--- config.mk ---
export PLATFORM = sky130hd
export DESIGN_NAME = rtc_sec_top
export DESIGN_NICKNAME = d
export VERILOG_FILES = /design/src/logic/rtc_sec_pkg.sv /design/src/logic/rtc_sec_if.sv /design/src/logic/rtc_sec_top.sv /design/src/logic/rtc_sec_counter.sv
export VERILOG_INCLUDE_DIRS = /design/src /design/src/logic
export SDC_FILE = /design/constraint.sdc
export NUM_CORES = 1
export LEC_CHECK = 0
export ABC_AREA = 1
export BUFFER_PORTS_ARGS = -buffer_cell sky130_fd_sc_hd__buf_2
export CAP_MARGIN = 20
export CORE_UTILIZATION = 45
export CTS_CLUSTER_SIZE = 20
export DETAILED_ROUTE_END_ITERATION = 8
export GPL_ROUTABILITY_DRIVEN = 0
export PLACE_DENSITY = 0.69
export SLEW_MARGIN = 20
export SYNTH_ARGS = -nofsm -noshare
export SYNTH_HDL_FRONTEND = slang
export SYNTH_SLANG_ARGS = --single-unit
--- constraint.sdc ---
create_clock -name sys_clk -period 1.3 [get_ports sys_clk]
set_input_delay 0.13 -clock sys_clk [delete_from_list [all_inputs] [get_ports sys_clk]]
set_output_delay 0.13 -clock sys_clk [all_outputs]
set_load 0.005 [all_outputs]
--- src/logic/rtc_sec_map.svh ---
`ifndef RTC_SEC_MAP_SVH
`define RTC_SEC_MAP_SVH
`define ADDR_SUBSECOND 16'hffb0
`define ADDR_SECONDS 16'hffb2
`define SUBSEC_RESET 16'h0000
`define SUBSEC_LAST 16'h7fff
`define SEC_RESET 8'h00
`define SEC_TENS_MAX 3'h5
`define SEC_UNITS_MAX 4'h9
`define XFER_DELAY 2'h2
`endif

--- src/logic/rtc_sec_pkg.sv ---
package rtc_sec_pkg;
  typedef enum logic [1:0] {IDLE, PEND, WAIT1} xfer_t;
endpackage

--- src/logic/rtc_sec_if.sv ---
`timescale 1ns/1ps
`default_nettype none
interface rtc_sec_if;
  logic tick;
  logic [7:0] secIn;
  logic load;
  logic [7:0] secOut;
  logic carry;
  modport ctrl (output tick, output secIn, output load, input secOut,
    input carry);
  modport cnt (input tick, input secIn, input load, output secOut,
    output carry);
endinterface
`default_nettype wire

--- src/logic/rtc_sec_top.sv ---
`timescale 1ns/1ps
`default_nettype none
`include "rtc_sec_map.svh"
module rtc_sec_top (
  input wire logic sys_clk,
  input wire logic rst_n,
  input wire logic countClk,
  input wire logic [15:0] addr,
  input wire logic wrStb,
  input wire logic rdStb,
  input wire logic [15:0] wrData,
  output logic [15:0] rdData,
  input wire logic accessHoldRequest,
  output logic accessHoldStatus,
  output logic secondsCarry,
  output logic [15:0] subsecondCounter,
  output logic [7:0] secondsBcdCounter
);
  typedef struct packed {
    logic [2:0] clkSync;
    logic [1:0] holdSync;
    logic [15:0] subsec;
    logic [7:0] secBuf;
    rtc_sec_pkg::xfer_t xfer;
    logic [1:0] xferCnt;
    logic hold;
    logic [15:0] frzSub;
    logic [7:0] frzSec;
    logic [15:0] rdData;
  } top_t;
  top_t st, next_st;
  rtc_sec_if sif();
  logic tick;
  logic secWr;

  ////////////////////////////////////////////////////////////////////////
  // Count-clock edge detection after a two-stage synchroniser
  assign tick = st.clkSync[1] & ~st.clkSync[2];
  assign secWr = wrStb && addr == `ADDR_SECONDS;

  always_comb begin
    next_st = st;
    next_st.clkSync = {st.clkSync[1:0], countClk};
    next_st.holdSync = {st.holdSync[0], accessHoldRequest};
    // Wraps from 7fffh back to 0000h; values past 7fffh would just keep counting
    if (tick) begin
      next_st.subsec = (st.subsec == `SUBSEC_LAST) ? `SUBSEC_RESET :
        st.subsec + 16'h0001;
    end
    // Buffered seconds write, counted in count-clock ticks
    case (st.xfer)
      rtc_sec_pkg::IDLE: begin
      end
      rtc_sec_pkg::PEND: begin
        if (tick) begin
          next_st.xferCnt = st.xferCnt + 2'h1;
          if (st.xferCnt + 2'h1 >= `XFER_DELAY) begin
            next_st.xfer = rtc_sec_pkg::WAIT1;
          end
        end
      end
      rtc_sec_pkg::WAIT1: begin
        next_st.xfer = rtc_sec_pkg::IDLE;
        next_st.subsec = `SUBSEC_RESET;
      end
      default: next_st.xfer = rtc_sec_pkg::IDLE;
    endcase
    if (secWr) begin
      next_st.secBuf = {1'b0, wrData[6:0]};
      next_st.xfer = rtc_sec_pkg::PEND;
      next_st.xferCnt = 2'h0;
      next_st.subsec = `SUBSEC_RESET;
    end
    // Snapshot taken as hold rises, so all reads match one instant
    next_st.hold = st.holdSync[1];
    if (st.holdSync[1] && !st.hold) begin
      next_st.frzSub = st.subsec;
      next_st.frzSec = sif.secOut;
    end
    if (rdStb) begin
      if (addr == `ADDR_SUBSECOND) begin
        next_st.rdData = st.hold ? st.frzSub : st.subsec;
      end else if (addr == `ADDR_SECONDS) begin
        next_st.rdData = {8'h00, st.hold ? st.frzSec : sif.secOut};
      end else begin
        next_st.rdData = 16'h0000;
      end
    end
  end

  always_ff @(posedge sys_clk or negedge rst_n) begin
    if (!rst_n) begin
      st <= '0;
      st.xfer <= rtc_sec_pkg::IDLE;
    end else begin
      st <= next_st;
    end
  end

  ////////////////////////////////////////////////////////////////////////
  assign sif.tick = tick && st.subsec == `SUBSEC_LAST;
  assign sif.secIn = st.secBuf;
  assign sif.load = st.xfer == rtc_sec_pkg::WAIT1;
  rtc_sec_counter u_cnt (
    .sys_clk(sys_clk),
    .rst_n(rst_n),
    .bus(sif.cnt)
  );

  assign rdData = st.rdData;
  assign accessHoldStatus = st.hold;
  assign secondsCarry = sif.carry;
  assign subsecondCounter = st.subsec;
  assign secondsBcdCounter = sif.secOut;

  ////////////////////////////////////////////////////////////////////////
  // Sub-second counting
  AST_SUBSEC_WRAP: assert property (@(posedge sys_clk)
    disable iff (!rst_n)
    tick && st.subsec == `SUBSEC_LAST && !secWr |=>
    st.subsec == `SUBSEC_RESET)
    else $error("sub-second wrap wrong");
  AST_SUBSEC_STEP: assert property (@(posedge sys_clk)
    disable iff (!rst_n)
    tick && !secWr && !sif.load && st.subsec != `SUBSEC_LAST |=>
    st.subsec == $past(st.subsec) + 16'h0001)
    else $error("sub-second did not step");
  AST_SUBSEC_IDLE: assert property (@(posedge sys_clk)
    disable iff (!rst_n)
    !tick && !secWr && !sif.load |=> $stable(st.subsec))
    else $error("sub-second moved without a tick");
  AST_WR_CLEARS: assert property (@(posedge sys_clk)
    disable iff (!rst_n)
    secWr |=> st.subsec == `SUBSEC_RESET)
    else $error("seconds write did not clear sub-second");
  AST_LOAD_CLEARS: assert property (@(posedge sys_clk)
    disable iff (!rst_n)
    sif.load |=> st.subsec == `SUBSEC_RESET)
    else $error("transfer did not clear sub-second");

  // Buffered seconds write and seconds carry
  AST_BUF_CAPTURE: assert property (@(posedge sys_clk)
    disable iff (!rst_n)
    secWr |=> st.secBuf == {1'b0, $past(wrData[6:0])})
    else $error("write buffer wrong");
  AST_XFER_BOUND: assert property (@(posedge sys_clk)
    disable iff (!rst_n)
    st.xfer == rtc_sec_pkg::PEND && tick && !secWr &&
    st.xferCnt == `XFER_DELAY - 2'h1 |=> sif.load)
    else $error("buffered write not moved after two ticks");
  AST_XFER_LAND: assert property (@(posedge sys_clk)
    disable iff (!rst_n)
    sif.load |=> secondsBcdCounter == $past(sif.secIn))
    else $error("buffered write lost");
  AST_BIT7_ZERO: assert property (@(posedge sys_clk)
    disable iff (!rst_n)
    secondsBcdCounter[7] == 1'b0)
    else $error("seconds bit 7 set");
  AST_CARRY_59: assert property (@(posedge sys_clk)
    disable iff (!rst_n)
    secondsCarry |-> $past(sif.tick))
    else $error("carry without overflow");
  AST_CARRY_ONE: assert property (@(posedge sys_clk)
    disable iff (!rst_n)
    secondsCarry |=> !secondsCarry)
    else $error("carry longer than one cycle");

  // Access hold and readback
  AST_HOLD_STATUS: assert property (@(posedge sys_clk)
    disable iff (!rst_n)
    st.holdSync[1] |=> accessHoldStatus)
    else $error("hold status not raised");
  AST_HOLD_RELEASE: assert property (@(posedge sys_clk)
    disable iff (!rst_n)
    !st.holdSync[1] |=> !accessHoldStatus)
    else $error("hold status not cleared");
  AST_HOLD_SNAP: assert property (@(posedge sys_clk)
    disable iff (!rst_n)
    st.holdSync[1] && !st.hold |=> st.frzSec == $past(sif.secOut))
    else $error("seconds snapshot wrong");
  AST_HOLD_FREEZE: assert property (@(posedge sys_clk)
    disable iff (!rst_n)
    st.hold && $past(st.hold) |-> $stable(st.frzSec))
    else $error("frozen seconds moved");
  AST_READ_HELD: assert property (@(posedge sys_clk)
    disable iff (!rst_n)
    rdStb && addr == `ADDR_SECONDS && st.hold |=> rdData[7:0] == st.frzSec)
    else $error("held read wrong");
  AST_READ_LIVE: assert property (@(posedge sys_clk)
    disable iff (!rst_n)
    rdStb && addr == `ADDR_SUBSECOND && !st.hold |=>
    rdData == $past(st.subsec))
    else $error("live sub-second read wrong");
  AST_READ_UNMAPPED: assert property (@(posedge sys_clk)
    disable iff (!rst_n)
    rdStb && addr != `ADDR_SUBSECOND && addr != `ADDR_SECONDS |=>
    rdData == '0)
    else $error("unmapped read not zero");
  AST_READ_STANDS: assert property (@(posedge sys_clk)
    disable iff (!rst_n)
    !rdStb |=> $stable(rdData))
    else $error("read data changed without a read");

  // Main scenarios
  COV_WRITE: cover property (@(posedge sys_clk) secWr);
  COV_CARRY: cover property (@(posedge sys_clk) secondsCarry);
  COV_HOLD: cover property (@(posedge sys_clk) st.hold && rdStb);
  COV_LOAD: cover property (@(posedge sys_clk) sif.load);
  COV_RELEASE: cover property (@(posedge sys_clk) st.hold && !st.holdSync[1]);
endmodule
`default_nettype wire

--- src/logic/rtc_sec_counter.sv ---
`timescale 1ns/1ps
`default_nettype none
`include "rtc_sec_map.svh"
module rtc_sec_counter (
  input wire logic sys_clk,
  input wire logic rst_n,
  rtc_sec_if.cnt bus
);
  typedef struct packed {
    logic [7:0] sec;
    logic carry;
  } cnt_t;
  cnt_t st, next_st;
  logic [2:0] tens;
  logic [3:0] units;
  assign tens = st.sec[6:4];
  assign units = st.sec[3:0];

  always_comb begin
    next_st = st;
    next_st.carry = 1'b0;
    if (bus.load) begin
      next_st.sec = {1'b0, bus.secIn[6:0]};
    end else if (bus.tick) begin
      // Out-of-range digits fold back within one count
      // Tens past five can only come from a bad write: wrap at once
      if (tens > `SEC_TENS_MAX ||
        (tens >= `SEC_TENS_MAX && units >= `SEC_UNITS_MAX)) begin
        next_st.sec = `SEC_RESET;
        next_st.carry = 1'b1;
      end else if (units >= `SEC_UNITS_MAX) begin
        next_st.sec = {1'b0, tens + 3'h1, 4'h0};
      end else begin
        next_st.sec = {1'b0, tens, units + 4'h1};
      end
    end
  end

  always_ff @(posedge sys_clk or negedge rst_n) begin
    if (!rst_n) begin
      st <= '{sec: `SEC_RESET, carry: 1'b0};
    end else begin
      st <= next_st;
    end
  end
  assign bus.secOut = st.sec;
  assign bus.carry = st.carry;

  AST_BCD_VALID: assert property (@(posedge sys_clk)
    disable iff (!rst_n)
    $past(bus.tick) && !$past(bus.load) |->
    st.sec[3:0] <= `SEC_UNITS_MAX && st.sec[6:4] <= `SEC_TENS_MAX)
    else $error("seconds digits not folded");
  AST_WRAP: assert property (@(posedge sys_clk)
    disable iff (!rst_n)
    st.carry |-> st.sec == `SEC_RESET)
    else $error("carry without wrap");
endmodule
`default_nettype wire

==> results of run 1 <==
[final timing paths]
| check | cells after the start | slack (ns) | start | end |
|---|---|---|---|---|
| worst min-delay path | 2 | 0.02 | wrData[2] | sif.secIn[2]$_DFFE_PN0P_ |
| worst max-delay path | 9 | -0.19 | subsecondCounter[0]$_DFFE_PN0P_ | u_cnt.bus.secOut[6]$_DFFE_PN0P_ |
| worst min register to register | 0 | 0.36 | next_st[72]$_DFF_PN0_ | next_st[73]$_DFF_PN0_ |
| worst max register to register | 9 | -0.19 | subsecondCounter[0]$_DFFE_PN0P_ | u_cnt.bus.secOut[6]$_DFFE_PN0P_ |
| min in group asynchronous | 2 | 0.23 | rst_n | accessHoldStatus$_DFF_PN0_ |
| max in group asynchronous | 3 | 0.56 | rst_n | subsecondCounter[3]$_DFFE_PN0P_ |
[registers in the layout (all words and copies together) (netlist names)]
signal / flops
st: 28
rdData: 16
subsecondCounter: 16
sif.secIn: 7
u_cnt.bus.secOut: 7
next_st: 4
accessHoldStatus: 1
u_cnt.bus.carry: 1
[cell type report]
| cell class | count | share of cell area |
|---|---|---|
| Sequential cell | 80 | 0.3544 |
| Multi-Input combinational cell | 348 | 0.3544 |
| Timing Repair Buffer | 156 | 0.1983 |
| Inverter | 46 | 0.03140 |
| Tap cell | 129 | 0.02852 |
| Clock buffer | 10 | 0.02432 |
| Clock inverter | 6 | 0.008623 |
[where the power goes]
part | leakage, nW | internal (W) | switching [W]
Combinational | 1.81 | 0.000537 | 0.000633
Clock | 0.0912 | 0.000769 | 0.000960
Sequential | 1.08 | 0.00267 | 0.000150
[through the flow]
stage | worst slack (ns) | power [W] | TNS, ns | area, um2 | utilization
after CTS | -0.1779 | 0.005697 | -2.481 | 5449 | 0.5869
after detailed placement | -0.1746 | 0.003877 | -3.317 | 5100 | 0.5493
after floorplan | -0.1260 | 0.003424 | -1.280 | 4359 | -
after global placement | -0.1223 | 0.003842 | -1.740 | 5100 | 0.5493
final | -0.1887 | 0.005718 | -3.052 | 5659 | 0.6096
after global routing | -0.2782 | 0.006044 | -4.933 | 5659 | 0.6096
[critical path: stages, from the launching register on]
cell and delay [ns]:
dfrtp_1 0.36, ha_2 0.19, nand2_2 0.07, nor2_4 0.13, nand2_4 0.11, nor2_8 0.13
nand2_4 0.10, nor2_8 0.14, nand3_1 0.10, nand3_1 0.10
[cells by family (layout without fill, tap and decap cells)]
family,after synthesis,in the layout,share of synthesized area
AO/OA/AOI/OAI,83,83,0.1063
adder cells (fa/ha/maj),6,6,0.01729
flip-flops,80,80,0.4610
multiplexers,7,7,0.02074
buffers and inverters,97,218,0.1184
XOR/XNOR,9,9,0.01815
AND/OR/NAND/NOR,242,242,0.2573
other,1,1,0.0008635
[cell usage in the layout, fill, tap and decap left out, drive strengths merged, types with 6 or more instances in the layout]
cell type,Yosys,layout
buf,41,146
o31ai,10,10
clkbuf,10,11
nor2,35,35
xor2,8,8
ha,6,6
a21oi,10,10
dfrtp,80,80
nor3,9,9
inv,46,49
nand3,28,28
nand2,156,156
nand4,11,11
dlygate4sd3,0,9
o22ai,7,7
mux2,7,7
o21ai,53,53
[timing repair]
item | CTS | global route
setup endpoints to repair | 25 | 32
buffers inserted | 3 | 6
hold endpoints to repair | 32 | 0
hold buffers | 9 | 0
resized for setup | 15 | 38
pin swaps | 7 | 25
cloned | 0 | 1
[layer usage]
metal | wire length (um) | up-vias | part of all wire
met5 | 0 | - | 0
met4 | 208 | 0 | 0.020
met3 | 385 | 21 | 0.037
met2 | 4948 | 87 | 0.48
met1 | 4804 | 1788 | 0.46
li1 | - | 1900 | -
==> metrics, run 1 <==
ys async rst share 1.000; Period minus WS final 1.489 ns; area taken by multi-input logic gates 2006 um2; ANT nets after route 0; final wirelength ~10 mm; fmax around 670 MHz; crit path DAT 1.78 ns; Row Count 35; RSZ-0062 raised after global routing true; Die ar. between 10000 and 15000 um2; met1 usage 0.2853; GR Util met2 0.3383; CTS Buffer Depth 2; FF+latch area around 2000 um2; initial antenna violation count 0; dpl hpwl between 7 and 8 mm; Overall Global Routing Usage 0.2136; Tightest Pin Transition between 0.6 and 0.7 ns; drt pass-1 iters 4; worst setup margin -0.1887 ns; MaxCap Viol Count 0; Die W approximately 100 um; Overflow after GRT 0; vias in the first global route 3585; port bufs 69; Yosys warnings 0; crit path kind register to register; Distinct cells, synth 36; via count approximately 3800; Post-Syn Nets around 570; Post-synth EDFFs 0; Core Area ~9300 um2; GR peak layer met2; DR vias/cell slightly below 5; Antenna Cells 0; prevailing post-synth register cell dfrtp_1; CTS Buf Count 9; Clock Skew roughly 0.016 ns; H-tree depth 3; Avg Cell Area, Syn between 8 and 9 um2; Clock transition at path regs about 0.080 ns; Sink Count 80; Min Hold Slack between 0.02 and 0.025 ns; Worst IR Drop VDD roughly 790 uV; CTS tree built; number of remaining DRC errors 0; fin cells 775; CTS Root Cell clkbuf_8; dpl cells 740; fraction of layout cells with a size suffix above 1 0.3653; Post-Syn Instances around 530; largest cells by area after synthesis dfrtp_1 (46%), nand2_1 (12%), o21ai_0 (6.1%); max-slew violation count 0; worst hold path type input port to register; outcome complete, but fails checks; CP Launch Type register; post-DR wirelength/cell about 13 um; Pwr Density 1010 nW/um2; Seq/Total Area, Yosys 0.4610; num ports 80; Final nets ~690; commonest cells in the netlist nand2_1 (144), dfrtp_1 (80), o21ai_0 (53); cell with the most instances after synthesis nand2_1; Max-slew headroom 0.5558; Initial Utilization 0.4678; first-pass GRT wire length about 17 mm; leakage 2.980 nW; final worst path period share 1.145; Post-Syn Area about 4300 um2; CP required 1.59 ns; Synth top area share 0.4610; area leader, netlist dfrtp_1; Seq cells post-synth 80; Final Hold Fails 0; failing checks negative setup slack; largest net degree at the start of global routing 47; 1st-iter DRT viols 174; Worst Path Max Fanout 8; final setup fails 22; fillcell total approximately 830; crit end category register; Clk Latency, worst-skew pair roughly 0.36 ns; met3 usage 0.04735; Chip Height ~100 um; Syn-to-layout area delta 30.31%
Power figures use the tool's default switching activity.
==> run 2: changes to the inputs <==
PLACE_DENSITY = 0.67   (was 0.69)
clock period = 1.4 ns   (was 1.3 ns; I/O delays follow)
==> run 2 against run 1 <==
The flow still finishes with violations (negative setup slack). Clock power is 6% lower. Count of clock-buffer cells in the layout unchanged. Sequential share of layout area up 2.0 points. Critical path type unchanged. Largest cell class unchanged. Largest power group unchanged.
==> metrics, run 2 (synthesized netlist as in run 1, its figures left out) <==
outcome complete, but fails checks; failing checks negative setup slack; CTS tree built; RSZ-0062 raised after global routing true; crit end category register; delay-heaviest family, CP simple AND/OR/NAND/NOR gates; CP Launch Type register; largest reg by FF count st; final wirelength 9.613 mm (-7.1%); FF+latch area 2002 um2 (-0.19%); leakage 2.852 nW (-4.3%); fraction of layout cells with a size suffix above 1 0.3205 (-0.04487); Period minus WS final 1.510 ns (+0.02149 ns); largest net degree at the start of global routing 47 (unchanged); r2r startpoint subsecondCounter[0]$_DFFE_PN0P_; initial antenna violation count 0 (unchanged); Largest register FFs 28 (unchanged); first-pass GRT wire length 16.10 mm (-4.2%); Overall Global Routing Usage 0.2042 (-0.009388); setup slack, reg-to-reg -0.11 ns (+0.08 ns); Post-DP Area 4950 um2 (-2.9%); DR vias/cell 4.872 (-0.53%); Final Hold Fails 0 (unchanged); most frequent cells in the layout nand2_1 (141), dfrtp_1 (80), buf_2 (68), buf_4 (52), o21ai_0 (50); worst setup margin -0.1102 ns (+0.07851 ns); crit path buf inv count 0 (unchanged); number of remaining DRC errors 0 (unchanged); vias in the first global route 3480 (-2.9%); fin cells 750 (-3.2%); critical path cell sequence ha_4 -> nand2_4 -> nor2_4 -> nand2_4 -> nor2_8 -> nand2_4 -> nor2_8 -> nand4_1 -> nand3_1; dpl hpwl 7.024 mm (-3.6%); Worst IR Drop VDD 729.4 uV (-7.2%); Die W 100.2 um (unchanged); area taken by multi-input logic gates 1934 um2 (-3.6%); most common cell after layout, fill and taps aside nand2_1; slowest stage delay, CP 0.42 ns (+0.06 ns); Syn-to-layout area delta 23.05%; Pwr Density 980.3 nW/um2 (-3.0%); Clock Skew 0.007555 ns (-0.007995 ns); num ports 80 (unchanged); ANT nets after route 0 (unchanged); Worst Path Max Fanout 8 (unchanged); Sink Count 80 (unchanged); CP required 1.69 ns (+0.10 ns); Antenna Cells 0 (unchanged); RR Endpoint u_cnt.bus.secOut[4]$_DFFE_PN0P_; Core Area 9284 um2 (unchanged); slowest stage cell, crit path dfrtp_1; Reg2Reg Depth 9 (unchanged); WP depth 9 (unchanged); CTS Buf Count 9 (unchanged); port bufs 69 (unchanged); Clock transition at path regs 0.09 ns (about the same); dpl cells 722 (-2.4%); Critical Path Source subsecondCounter[0]$_DFFE_PN0P_; 1st-iter DRT viols 201 (+16%); final worst path period share 1.079 (-0.06644); Initial Utilization 0.4678 (unchanged); fillcell total 896 (+7.7%); Final Instance Area 5344 um2 (-5.6%); Overflow after GRT 0 (unchanged); max-slew violation count 0 (unchanged); final setup fails 20 (-9.1%); Die ar. 10050 um2 (unchanged); most frequent cell on the critical path nand2_4; CTS Buffer Depth 2 (unchanged); fmax 662.2 MHz (-1.4%); MaxCap Viol Count 0 (unchanged); crit path DAT 1.80 ns (+0.02 ns); CTS Root Cell clkbuf_8; post-DR wirelength/cell 12.82 um (-4.0%); worst hold path type input port to register; utilization after layout 0.5756 (-0.03396); Final nets 660 (-3.6%); via count 3654 (-3.7%); Chip Height 100.2 um (unchanged); Min Hold Slack 0.01749 ns (-0.002986 ns); drt pass-1 iters 4 (unchanged); Clk Latency, worst-skew pair 0.35 ns (about the same); H-tree depth 3 (unchanged); overall power 0.005238 W (-8.4%); Row Count 35 (unchanged); worst setup path end u_cnt.bus.secOut[4]$_DFFE_PN0P_; crit path kind register to register
-- run 2: cell types whose count changed in the layout (fill, tap and decap cells not counted), sizes merged --
cell         delta
dlygate4sd3     -4
clkbuf          -1
buf            -20
clkinv          +1
inv             -1
-- run 2: metrics by stage --
stage               worst slack [ns]  setup TNS (ns)
floorplan                   -0.02599         -0.1409
global placement            -0.05876         -0.4632
detailed placement           -0.1308          -1.011
CTS                         -0.09439         -0.8328
global route                 -0.1899          -2.987
finish                       -0.1102         -0.8921
-- run 2: how the worst min path moves through the flow --
stage / depth (start not counted) / slack (ns) / start / endpoint
after floorplan: 0 / -0.16 / rst_n / accessHoldStatus$_DFF_PN0_
after global placement: 1 / 0.09 / rst_n / accessHoldStatus$_DFF_PN0_
after detailed placement: 1 / 0.09 / rst_n / accessHoldStatus$_DFF_PN0_
after CTS: 2 / 0.004 / wrData[1] / sif.secIn[1]$_DFFE_PN0P_
after global routing: 2 / 0.006 / wrData[6] / sif.secIn[6]$_DFFE_PN0P_
final: 2 / 0.02 / wrData[3] / sif.secIn[3]$_DFFE_PN0P_
-- run 2: timing repair --
action,CTS,global route
setup buffers,4,3
pin swaps,4,6
gates resized for setup,13,13
endpoints found under the hold margin,30,0
hold buffers,5,0
setup endpoints to repair,16,21
-- run 2: where the power goes --
| group | total [W] | internal [W] | switching [W] |
|---|---|---|---|
| combinational | 0.000991 | 0.000453 | 0.000538 |
| clock | 0.00162 | 0.000717 | 0.000907 |
| sequential | 0.00262 | 0.00247 | 0.000150 |
-- run 2: metal layers --
metal	up-vias	track usage	wire length, um
li1	1852	-	-
met1	1711	0.2738	4555
met2	83	0.3288	4530
met3	8	0.03830	395
met4	0	0.07804	131
met5	-	0	0
-- run 2: area by class of cell --
cell class	count	share of cell area
inverters	46	0.03231
clock inverters	6	0.009834
clock buffers	10	0.02576
flip-flops and latches	80	0.3746
repair buffers	131	0.1653
well taps	129	0.03020
multi-input cells	348	0.3620
-- run 2: worst reg2reg max path, delay by kind of cell (launching register included) --
family / cells / cell delay, ns
adder cells (fa/ha/maj): 1 / 0.17
AND/OR/NAND/NOR: 8 / 0.85
flip-flops: 1 / 0.42
